--- config.mk ---
export PLATFORM = sky130hd
export DESIGN_NAME = ucr_channel_regs
export DESIGN_NICKNAME = d
export VERILOG_FILES = /design/src/shared/ucr_pkg.sv /design/src/logic/ucr_channel_regs.sv
export SDC_FILE = /design/constraint.sdc
export NUM_CORES = 1
export LEC_CHECK = 0
export BUFFER_PORTS_ARGS = -buffer_cell sky130_fd_sc_hd__buf_2
export CORE_ASPECT_RATIO = 1.2
export CORE_MARGIN = 2
export CORE_UTILIZATION = 37
export CTS_CLUSTER_SIZE = 16
export DETAILED_ROUTE_END_ITERATION = 10
export PLACE_DENSITY = 0.58
export SLEW_MARGIN = 15
export SYNTH_ARGS = -nofsm -noshare
export SYNTH_HDL_FRONTEND = slang
export SYNTH_SLANG_ARGS = --single-unit
--- constraint.sdc ---
create_clock -name ref_clk -period 5.1 [get_ports ref_clk]
set_input_delay 0.255 -clock ref_clk [delete_from_list [all_inputs] [get_ports ref_clk]]
set_output_delay 0.255 -clock ref_clk [all_outputs]
set_load 0.05 [all_outputs]
--- src/shared/ucr_pkg.sv ---
// ==========================================================
// channel register map constants
package ucr_pkg;

   // ==========================================================
   // location offsets on the four address lines
   localparam logic [3:0] OFS_HOLD      = 4'h0; // rx/tx holding, divisor low
   localparam logic [3:0] OFS_IER       = 4'h1; // interrupt enable, divisor high
   localparam logic [3:0] OFS_ISR_FCR   = 4'h2;
   localparam logic [3:0] OFS_LCR       = 4'h3;
   localparam logic [3:0] OFS_MCR       = 4'h4;
   localparam logic [3:0] OFS_LSR       = 4'h5;
   localparam logic [3:0] OFS_MSR       = 4'h6; // write side is turnaround delay
   localparam logic [3:0] OFS_SPR       = 4'h7;
   localparam logic [3:0] OFS_FEATURE_CONTROL      = 4'h8;
   localparam logic [3:0] OFS_EFR       = 4'h9;
   localparam logic [3:0] OFS_TXLVL     = 4'ha;
   localparam logic [3:0] OFS_RXLVL     = 4'hb;
   localparam logic [3:0] OFS_XFLAG     = 4'hc; // write side is stop char 1
   localparam logic [3:0] OFS_STOP_CHAR_2     = 4'hd;
   localparam logic [3:0] OFS_RESUME_CHAR_1      = 4'he;
   localparam logic [3:0] OFS_RESUME_CHAR_2      = 4'hf;

   // ==========================================================
   // field positions
   localparam int LCR_DIV_BIT           = 7;  // divisor latch select
   localparam int EFR_ENH_BIT           = 4;  // enhanced-function enable
   localparam int MCR_OUT1_BIT          = 2;  // general output one
   localparam int MCR_OUT2_BIT          = 3;  // general output two
   localparam int MCR_LOOP_BIT          = 4;  // internal loopback
   localparam int FCR_EN_BIT            = 0;
   localparam int FCR_RXRST_BIT         = 1;
   localparam int FCR_TXRST_BIT         = 2;
   localparam int XF_XOFF_BIT           = 0;
   localparam int XF_XON_BIT            = 1;
   localparam int MSR_RI_BIT            = 6;
   localparam int MSR_CD_BIT            = 7;

   // ==========================================================
   // masks of the enhanced fields, per register
   localparam logic [7:0] ENH_IER_MASK  = 8'hf0; // bits 7:4
   localparam logic [7:0] ENH_ISR_MASK  = 8'h30; // bits 5:4
   localparam logic [7:0] ENH_FCR_MASK  = 8'h30; // bits 5:4
   localparam logic [7:0] ENH_MCR_MASK  = 8'he0; // bits 7:5
   localparam logic [7:0] ENH_MSR_MASK  = 8'hf0; // bits 7:4

   // ==========================================================
   // reset values
   localparam logic [7:0] RST_ZERO      = 8'h00;
   localparam logic [7:0] RST_DIV_LOW   = 8'h01;
   localparam logic [3:0] RST_DLY       = 4'h0;

endpackage : ucr_pkg

--- src/logic/ucr_channel_regs.sv ---
// What this block does
// - extended fields act only while enhanced function bit 4 is one.
// - that bit gates ier 7:4, isr 5:4, fcr 5:4, mcr 7:5, msr 7:4.
// - general output bits two and three drive no pins.
// - general outputs stay register state, looped internally in loopback mode.
// - rx holding is read only; writes never alter received data.
// - tx holding is write only; reading that address returns receive data.
// - four address lines plus read/write direction select the location; divisor latch bit 7 also selects it at offsets 0 and 1.
`timescale 1ns/10ps

module ucr_channel_regs
   import ucr_pkg::*;
(
   input  wire logic       ref_clk,
   input  wire logic       rst,
   // host parallel bus
   input  wire logic [3:0] bus_addr,
   input  wire logic [7:0] bus_wdata,
   input  wire logic       bus_wr,
   input  wire logic       bus_rd,
   output logic      [7:0] bus_rdata_q,
   // channel status from the serial side
   input  wire logic [7:0] rx_data,
   input  wire logic [5:0] int_code,
   input  wire logic [7:0] line_stat,
   input  wire logic [7:0] modem_stat,
   input  wire logic [7:0] tx_level,
   input  wire logic [7:0] rx_level,
   input  wire logic       xon_seen,
   input  wire logic       xoff_seen,
   // strobes toward the serial side
   output logic      [7:0] tx_data_q,
   output logic            tx_load_q,
   output logic            rx_pop_q,
   output logic            rx_fifo_rst_q,
   output logic            tx_fifo_rst_q,
   output logic            lsr_read_q,
   output logic            msr_read_q,
   output logic            isr_read_q,
   // configuration toward the serial side
   output logic      [7:0] divisor_low_q,
   output logic      [7:0] divisor_high_byte_q,
   output logic      [7:0] interrupt_enable_reg_q,
   output logic      [7:0] fifo_control_reg_q,
   output logic      [7:0] line_control_reg_q,
   output logic      [7:0] modem_control_reg_q,
   output logic      [7:0] feature_control_q,
   output logic      [7:0] enhanced_function_reg_q,
   output logic      [7:0] tx_thresh_q,
   output logic      [7:0] rx_thresh_q,
   output logic      [7:0] stop_char_1_q,
   output logic      [7:0] stop_char_2_q,
   output logic      [7:0] resume_char_1_q,
   output logic      [7:0] resume_char_2_q,
   output logic      [3:0] turn_delay_q,
   output logic      [1:0] xflag_q
);

   // ==========================================================
   // helpers

   // keep old value in masked bits unless the enhanced bit is set
   function automatic logic [7:0] enh_merge(input logic       enh,
                                            input logic [7:0] mask,
                                            input logic [7:0] newv,
                                            input logic [7:0] oldv);
      enh_merge = enh ? newv : ((newv & ~mask) | (oldv & mask));
   endfunction

   // force masked bits to zero unless the enhanced bit is set
   function automatic logic [7:0] enh_hide(input logic       enh,
                                           input logic [7:0] mask,
                                           input logic [7:0] v);
      enh_hide = enh ? v : (v & ~mask);
   endfunction

   // ==========================================================
   // next-state signals
   logic [7:0] spr_q;
   logic [7:0] spr_d;
   logic [7:0] rdata_d;
   logic [7:0] tx_data_d;
   logic       tx_load_d;
   logic       rx_pop_d;
   logic       rx_fifo_rst_d;
   logic       tx_fifo_rst_d;
   logic       lsr_read_d;
   logic       msr_read_d;
   logic       isr_read_d;
   logic [7:0] dll_d;
   logic [7:0] dlm_d;
   logic [7:0] ier_d;
   logic [7:0] fcr_d;
   logic [7:0] lcr_d;
   logic [7:0] mcr_d;
   logic [7:0] feature_control_d;
   logic [7:0] efr_d;
   logic [7:0] tx_fifo_threshold_d;
   logic [7:0] rx_fifo_threshold_d;
   logic [7:0] stop_char_1_d;
   logic [7:0] stop_char_2_d;
   logic [7:0] resume_char_1_d;
   logic [7:0] resume_char_2_d;
   logic [3:0] dly_d;
   logic [1:0] xflag_d;
   logic       enh;
   logic       dlab;
   logic [7:0] msr_view;

   assign enh  = enhanced_function_reg_q[EFR_ENH_BIT];
   assign dlab = line_control_reg_q[LCR_DIV_BIT];

   // ==========================================================
   // modem status as the host sees it
   always_comb begin
      msr_view = modem_stat;
      if (modem_control_reg_q[MCR_LOOP_BIT]) begin
         // general outputs feed ring and carrier bits internally
         msr_view[MSR_RI_BIT] = modem_control_reg_q[MCR_OUT1_BIT];
         msr_view[MSR_CD_BIT] = modem_control_reg_q[MCR_OUT2_BIT];
      end
      msr_view = enh_hide(enh, ENH_MSR_MASK, msr_view);
   end

   // ==========================================================
   // next values of the register file
   always_comb begin
      spr_d         = spr_q;
      rdata_d       = bus_rdata_q;
      tx_data_d     = tx_data_q;
      tx_load_d     = 1'b0;
      rx_pop_d      = 1'b0;
      rx_fifo_rst_d = 1'b0;
      tx_fifo_rst_d = 1'b0;
      lsr_read_d    = 1'b0;
      msr_read_d    = 1'b0;
      isr_read_d    = 1'b0;
      dll_d         = divisor_low_q;
      dlm_d         = divisor_high_byte_q;
      ier_d         = interrupt_enable_reg_q;
      fcr_d         = fifo_control_reg_q;
      lcr_d         = line_control_reg_q;
      mcr_d         = modem_control_reg_q;
      feature_control_d        = feature_control_q;
      efr_d         = enhanced_function_reg_q;
      tx_fifo_threshold_d       = tx_thresh_q;
      rx_fifo_threshold_d       = rx_thresh_q;
      stop_char_1_d       = stop_char_1_q;
      stop_char_2_d       = stop_char_2_q;
      resume_char_1_d        = resume_char_1_q;
      resume_char_2_d        = resume_char_2_q;
      dly_d         = turn_delay_q;
      xflag_d       = xflag_q;

      // write decode; a write takes priority over a read in the same cycle
      if (bus_wr) begin
         if (bus_addr == OFS_HOLD && dlab) begin
            dll_d = bus_wdata;
         end else if (bus_addr == OFS_HOLD) begin
            tx_data_d = bus_wdata;
            tx_load_d = 1'b1;
         end else if (bus_addr == OFS_IER && dlab) begin
            dlm_d = bus_wdata;
         end else if (bus_addr == OFS_IER) begin
            ier_d = enh_merge(enh, ENH_IER_MASK, bus_wdata, interrupt_enable_reg_q);
         end else if (bus_addr == OFS_ISR_FCR) begin
            fcr_d = enh_merge(enh, ENH_FCR_MASK, bus_wdata, fifo_control_reg_q);
            fcr_d[FCR_RXRST_BIT] = 1'b0;                         // reset bits self-clear
            fcr_d[FCR_TXRST_BIT] = 1'b0;
            rx_fifo_rst_d = bus_wdata[FCR_RXRST_BIT];
            tx_fifo_rst_d = bus_wdata[FCR_TXRST_BIT];
         end else if (bus_addr == OFS_LCR) begin
            lcr_d = bus_wdata;
         end else if (bus_addr == OFS_MCR) begin
            // bits 3:2 are kept as state only, no pin follows them
            mcr_d = enh_merge(enh, ENH_MCR_MASK, bus_wdata, modem_control_reg_q);
         end else if (bus_addr == OFS_MSR) begin
            dly_d = bus_wdata[7:4];                              // turnaround delay
         end else if (bus_addr == OFS_SPR) begin
            spr_d = bus_wdata;
         end else if (bus_addr == OFS_FEATURE_CONTROL) begin
            feature_control_d = bus_wdata;
         end else if (bus_addr == OFS_EFR) begin
            efr_d = bus_wdata;
         end else if (bus_addr == OFS_TXLVL) begin
            tx_fifo_threshold_d = bus_wdata;
         end else if (bus_addr == OFS_RXLVL) begin
            rx_fifo_threshold_d = bus_wdata;
         end else if (bus_addr == OFS_XFLAG) begin
            stop_char_1_d = bus_wdata;
         end else if (bus_addr == OFS_STOP_CHAR_2) begin
            stop_char_2_d = bus_wdata;
         end else if (bus_addr == OFS_RESUME_CHAR_1) begin
            resume_char_1_d = bus_wdata;
         end else begin
            resume_char_2_d = bus_wdata;
         end
      end else if (bus_rd) begin
         // read decode; data is registered for the next cycle
         if (bus_addr == OFS_HOLD && dlab) begin
            rdata_d = divisor_low_q;
         end else if (bus_addr == OFS_HOLD) begin
            rdata_d  = rx_data;
            rx_pop_d = 1'b1;
         end else if (bus_addr == OFS_IER && dlab) begin
            rdata_d = divisor_high_byte_q;
         end else if (bus_addr == OFS_IER) begin
            rdata_d = interrupt_enable_reg_q;
         end else if (bus_addr == OFS_ISR_FCR) begin
            rdata_d = enh_hide(enh, ENH_ISR_MASK,
                               {{2{fifo_control_reg_q[FCR_EN_BIT]}}, int_code});
            isr_read_d = 1'b1;
         end else if (bus_addr == OFS_LCR) begin
            rdata_d = line_control_reg_q;
         end else if (bus_addr == OFS_MCR) begin
            rdata_d = modem_control_reg_q;
         end else if (bus_addr == OFS_LSR) begin
            rdata_d    = line_stat;
            lsr_read_d = 1'b1;
         end else if (bus_addr == OFS_MSR) begin
            rdata_d    = msr_view;
            msr_read_d = 1'b1;
         end else if (bus_addr == OFS_SPR) begin
            rdata_d = spr_q;
         end else if (bus_addr == OFS_FEATURE_CONTROL) begin
            rdata_d = feature_control_q;
         end else if (bus_addr == OFS_EFR) begin
            rdata_d = enhanced_function_reg_q;
         end else if (bus_addr == OFS_TXLVL) begin
            rdata_d = tx_level;
         end else if (bus_addr == OFS_RXLVL) begin
            rdata_d = rx_level;
         end else if (bus_addr == OFS_XFLAG) begin
            rdata_d = {6'h00, xflag_q};
            xflag_d = 2'b00;                                     // cleared by the read
         end else begin
            rdata_d = RST_ZERO;                                  // write-only characters
         end
      end

      // detection events win over the read that clears them
      if (xoff_seen) begin
         xflag_d[XF_XOFF_BIT] = 1'b1;
      end
      if (xon_seen) begin
         xflag_d[XF_XON_BIT] = 1'b1;
      end
   end

   // ==========================================================
   // register stage
   always_ff @(posedge ref_clk or posedge rst) begin
      if (rst) begin
         bus_rdata_q             <= RST_ZERO;
         spr_q                   <= RST_ZERO;
         tx_data_q               <= RST_ZERO;
         tx_load_q               <= 1'b0;
         rx_pop_q                <= 1'b0;
         rx_fifo_rst_q           <= 1'b0;
         tx_fifo_rst_q           <= 1'b0;
         lsr_read_q              <= 1'b0;
         msr_read_q              <= 1'b0;
         isr_read_q              <= 1'b0;
         divisor_low_q           <= RST_DIV_LOW;
         divisor_high_byte_q     <= RST_ZERO;
         interrupt_enable_reg_q  <= RST_ZERO;
         fifo_control_reg_q      <= RST_ZERO;
         line_control_reg_q      <= RST_ZERO;
         modem_control_reg_q     <= RST_ZERO;
         feature_control_q       <= RST_ZERO;
         enhanced_function_reg_q <= RST_ZERO;
         tx_thresh_q             <= RST_ZERO;
         rx_thresh_q             <= RST_ZERO;
         stop_char_1_q           <= RST_ZERO;
         stop_char_2_q           <= RST_ZERO;
         resume_char_1_q         <= RST_ZERO;
         resume_char_2_q         <= RST_ZERO;
         turn_delay_q            <= RST_DLY;
         xflag_q                 <= 2'b00;
      end else begin
         bus_rdata_q             <= rdata_d;
         spr_q                   <= spr_d;
         tx_data_q               <= tx_data_d;
         tx_load_q               <= tx_load_d;
         rx_pop_q                <= rx_pop_d;
         rx_fifo_rst_q           <= rx_fifo_rst_d;
         tx_fifo_rst_q           <= tx_fifo_rst_d;
         lsr_read_q              <= lsr_read_d;
         msr_read_q              <= msr_read_d;
         isr_read_q              <= isr_read_d;
         divisor_low_q           <= dll_d;
         divisor_high_byte_q     <= dlm_d;
         interrupt_enable_reg_q  <= ier_d;
         fifo_control_reg_q      <= fcr_d;
         line_control_reg_q      <= lcr_d;
         modem_control_reg_q     <= mcr_d;
         feature_control_q       <= feature_control_d;
         enhanced_function_reg_q <= efr_d;
         tx_thresh_q             <= tx_fifo_threshold_d;
         rx_thresh_q             <= rx_fifo_threshold_d;
         stop_char_1_q           <= stop_char_1_d;
         stop_char_2_q           <= stop_char_2_d;
         resume_char_1_q         <= resume_char_1_d;
         resume_char_2_q         <= resume_char_2_d;
         turn_delay_q            <= dly_d;
         xflag_q                 <= xflag_d;
      end
   end

endmodule // ucr_channel_regs

Yosys cells after proc, flatten, opt, wreduce, memory -nomap -nowiden
Index checks and enable logic that the tools add are counted.
{"block": "word_totals", "reg_bits": 147, "inputBits": 64, "word_cells": 203}
{"block": "classes", "n_eq_ne": 44, "muxes": 85, "bitwise_logic": 20, "reduce_logical": 27}
{"cell": "$mux 8", "count": 18}
{"cell": "$reduce_and 17->1", "count": 4}
{"cell": "$ne 2x2->1 const B", "count": 28}
{"cell": "$mux 1", "count": 47}
{"cell": "$mux 2", "count": 19}
{"cell": "$eq 4x4->1 const B", "count": 7}
{"cell": "$not 1->1", "count": 17}
{"cell": "$eq 4x3->1 const B", "count": 4}
{"cell": "$reduce_and 16->1", "count": 1}
{"cell": "$reduce_and 15->1", "count": 1}
{"cell": "$reduce_and 14->1", "count": 1}
{"cell": "$reduce_and 13->1", "count": 1}
{"cell": "$reduce_and 12->1", "count": 1}
{"cell": "$reduce_and 11->1", "count": 1}
{"cell": "$reduce_and 10->1", "count": 1}
{"cell": "$reduce_and 9->1", "count": 1}
{"cell": "$eq 4x2->1 const B", "count": 2}
{"cell": "$or 4x8->8", "count": 1}
{"cell": "$or 5x8->8", "count": 1}
{"cell": "$or 8x6->8", "count": 1}
{"cell": "$reduce_and 8->1", "count": 1}
{"cell": "$reduce_bool 2->1", "count": 4}
{"cell": "$reduce_and 7->1", "count": 1}
{"cell": "$mux 6", "count": 1}
{"cell": "9 further kinds", "count": 12}

Logic depth before layout (Yosys ltp)
{"block": "logic_depth", "depth_word": 19, "depth_mapped": 8, "ltp_nobuf": 5}

Least setup slack after synthesis
OpenSTA, ideal clock, no wires.
{"block": "synth_timing", "kind": "register to register", "startpoint": "register line_control_reg_q[7]", "endpoint": "register divisor_high_byte_q[2]", "t_arrival_ps": 1819, "t_required_ps": 4975, "setup_slack_ps": 3156, "path_stages_with_launch": 5, "path_buffers": 1, "period_less_slack_ps": 1944, "cell_sequence": "dfrtp_1 > clkbuf_1 > clkinv_1 > nor3_4 > mux2_2"}
{"block": "synth_between", "elab_chain_cells": 3}
{"item": "start, declared", "line_no": "ucr_channel_regs.sv:45", "text": "output logic [7:0] line_control_reg_q,"}
{"item": "start signal, assigned", "line_no": "ucr_channel_regs.sv:295", "text": "line_control_reg_q <= lcr_d;"}
{"item": "$logic_and 1x1->1", "line_no": "ucr_channel_regs.sv:157", "text": "if (bus_addr == OFS_HOLD && dlab) begin"}
{"item": "$not 1->1 (no line)"}
{"item": "$reduce_and 4->1 (no line) (*)"}
{"item": "end signal, assigned", "line_no": "ucr_channel_regs.sv:292", "text": "divisor_high_byte_q <= dlm_d;"}
{"item": "end, declared", "line_no": "ucr_channel_regs.sv:42", "text": "output logic [7:0] divisor_high_byte_q,"}
Mark *: on every way between the ends. The rest lies on a longest branch, timed or not.
A chain may end at the register's enable or synchronous reset.

Final worst setup path
{"block": "layout_timing", "startpoint": "register line_control_reg_q[7]", "endpoint": "register interrupt_enable_reg_q[5]"}
{"block": "layout_between", "elab_chain_cells": 3}
{"item": "$logic_and 1x1->1, on equally long branches", "line_no": "ucr_channel_regs.sv:162, ucr_channel_regs.sv:157"}
{"item": "$not 1->1 (no line)"}
{"item": "$reduce_and 5->1 (no line) (*)"}
{"item": "end signal, assigned", "line_no": "ucr_channel_regs.sv:293", "text": "interrupt_enable_reg_q <= ier_d;"}
{"item": "end, declared", "line_no": "ucr_channel_regs.sv:43", "text": "output logic [7:0] interrupt_enable_reg_q,"}
Marked as above.

==> metrics.txt <==
outcome=finished clean; r2r setup slk=2610 ps; Power Dens Cells=between 500 and 600 nW/um^2; maximum number of buffers from clock root to sink=2; final clock skew=7.98 ps; count of placed standard cells in the final layout, fillers left out=1000; setup repair after global routing missed its margin=false; hold_buf cts=0; total standard cell area after synthesis=around 7000 um^2; core area=around 18000 um^2; fin nets=about 800; Pins Over Slew Limit=0; clock buffer count from CTS=17; YS warnings=0; instance area at placement=8090 um^2; most instantiated flip-flop cell in the synthesis netlist=dfrtp_1; crit path capture type=flip-flop; crit path max fanout=24; cell chain of the critical path=clkinv_1 -> nand4_2 -> or2_0 -> mux2_2; final period demand of the worst path=2490 ps; depth of the most critical reg-to-reg path=4; sum of negative setup slack=0 ps; actual transition at the worst max-transition pin=1100 ps; required time of the critical path=5400 ps; max-cap viol count=0; maximum level of the CTS H-tree=4; num ports=slightly above 200; drt total wl=22800 um; total iterations of the first detailed-routing run=7; Yosys reg bits=approximately 150; vias in the first global route=roughly 5700; root buffer cell=clkbuf_16; sequential fraction of the synthesis area=a little over half; number of distinct library cell variants in the gate-level netlist after synthesis=63; HPWL after detailed placement=15900 um; overall die area=about 20000 um^2; Fin. Hold Viols=0; gr ovfl total=0; Slowest-stage cell, CP=dfrtp_1; upper clock frequency limit=~400 MHz; Hold WC Path Type=input pin to async pin; Met2 Wirelength=11500 um; Post-Layout Inst Area=~8700 um^2; overall die width=roughly 130 um; DR DRC count=0; CP Data Arrival Time=~2800 ps; routed metal-1 wirelength=roughly 9100 um; CTS tree=yes; n_diodes=0; Port-buffer cells=about 200; maximum number of pins on one net before global-route repair=100; Post-Synthesis Cells=550; P&R area growth vs syn=25.6%; reg-to-reg critical path startpoint=line_control_reg_q[7]; starting density of the core=37.9%; overall via count from detail_route=about 5600; Tot GR Track Use=about a quarter; TritonCTS sink count=between 100 and 150; fraction of final layout cells sized beyond drive strength 1=52.5%; Setup Buffers After CTS=0; vertical die dimension=between 150 and 200 um; final setup fails=0; largest delay contributor family on the critical path=flip-flops; Critical R2R Capture=interrupt_enable_reg_q[5]; Worst-path clk slew=~60 ps; number of vias per cell=between 5 and 6; global-route wire length before repair=between 30000 and 40000 um; RePlAce Congestion=roughly 0.86; headroom to the max-slew limit=between 20% and 30%; top sig layer=met4; mean cell area of the mapped netlist=between 10 and 15 um^2; Antenna Violating Nets Remaining=0; wire length per cell=between 20 and 25 um; power after layout=around 4.7 mW; number of gates resized after CTS=0; total length of routed met3 wires=between 1500 and 2000 um; leakage power=roughly 4 nW; hold_ws=around 5.3 ps; initial antenna violation count=0; crit share post-route=48.7%; Initial DRC Count=approximately 440; total number of placement rows=54; clock latency on the worst-skew pair=about 420 ps; post-synthesis async set-or-reset flop share=between 90% and 100%; classification of the worst setup path=flip-flop to flip-flop; IR drop worst, VDD=about 0.00025 V; Post-synth EDFFs=0; startpoint type of the worst setup path=flip-flop; critical path's largest stage delay=920 ps; total buffers and inverters traversed by the critical path=1; cell count after placement=967
==> area by class of cell <==
cell class / count / area [um^2]
Timing Repair Buffer: 207 / 1050
Sequential cell: 147 / 3680
Multi-Input combinational cell: 353 / 3010
Inverter: 9 / 38.8
Fill cell: 1657 / 9590
Clock buffer: 20 / 447
Tap cell: 252 / 315
Clock inverter: 12 / 179
==> Yosys cell counts (all sizes together), types with 3 or more instances <==
cell | number | area share, %
dfrtp | 146 | 53
mux2 | 131 | 21
nand2 | 29 | 1.6
a21oi | 25 | 1.8
buf | 24 | 2.2
o21ai | 24 | 1.7
clkbuf | 18 | 0.97
nor2 | 15 | 1.2
nor3 | 12 | 1.5
mux2i | 11 | 1.6
nand3 | 11 | 0.87
inv | 8 | 0.43
nand2b | 7 | 0.63
nor2b | 7 | 0.63
mux4 | 6 | 1.9
a221oi | 5 | 0.63
a31oi | 5 | 0.45
a32oi | 4 | 0.50
a211oi | 3 | 0.32
a21o | 3 | 0.32
a22oi | 3 | 0.32
a311oi | 3 | 0.38
and2 | 3 | 0.27
and3 | 3 | 0.27
and3b | 3 | 0.38
o211ai | 3 | 0.32
o221ai | 3 | 0.38
o32ai | 3 | 0.38
==> per-stage QoR <==
step                      utilization [%]  setup slack, ps
final                                47.6             2610
after global routing                 47.6             2370
after CTS                            47.6             2650
after detailed placement             44.2             2470
after global placement               44.2             2470
after floorplan                         -              895
==> how the worst max path moves through the flow <==
| stage | from | end | cells after the start | slack [ps] |
|---|---|---|---|---|
| floorplan | rst | bus_rdata_q[0] | 1 | 900 |
| global placement | bus_addr[0] | tx_data_q[4] | 4 | 2470 |
| detailed placement | bus_addr[0] | tx_data_q[1] | 4 | 2470 |
| CTS | line_control_reg_q[7] | interrupt_enable_reg_q[5] | 4 | 2650 |
| global route | line_control_reg_q[7] | interrupt_enable_reg_q[5] | 4 | 2370 |
| finish | line_control_reg_q[7] | interrupt_enable_reg_q[5] | 4 | 2610 |
==> layer usage <==
metal | global-route usage [%] | up-vias
met5 | 0 | -
met4 | 8.90 | 0
met3 | 5.92 | 49
met2 | 38.8 | 264
met1 | 29.1 | 2866
li1 | - | 2388
==> report_power, final <==
group | switching, mW | internal [mW] | leakage, nW
sequential | 0.220 | 1.43 | 1.82
combinational | 1.23 | 0.438 | 1.97
clock | 0.504 | 0.834 | 0.297
==> worst register-to-register path: cells and delay by family (launching register included) <==
kind | cells | cell delay [ps]
AND/OR/NAND/NOR | 2 | 540
flip-flops | 1 | 920
buffers and inverters | 1 | 520
multiplexers | 1 | 380
==> layout by cell type (no fill, tap or decap), drive strengths merged, types with 4 or more instances in the layout <==
master,Yosys,routed
mux4,6,6
nand2b,7,7
o21ai,24,24
nand3,11,11
a21oi,25,25
mux2,131,131
inv,8,10
clkinv,1,4
dfrtp,146,146
bufinv,0,4
nand2,29,29
a31oi,5,5
nor2,15,15
nor2b,7,7
mux2i,11,11
clkbuf,18,20
buf,24,206
a32oi,4,4
a221oi,5,5
nor3,12,12
==> cells by family (layout without fill, tap and decap cells) <==
family,after synthesis,after routing,synth area share [%]
buffers and inverters,51,248,3.66
other,1,2,0.0540
AND/OR/NAND/NOR,106,106,9.34
multiplexers,148,148,24.8
XOR/XNOR,1,1,0.126
flip-flops,147,147,53.0
AO/OA/AOI/OAI,96,96,9.03
No activity file was read; power rests on OpenSTA's default activity.
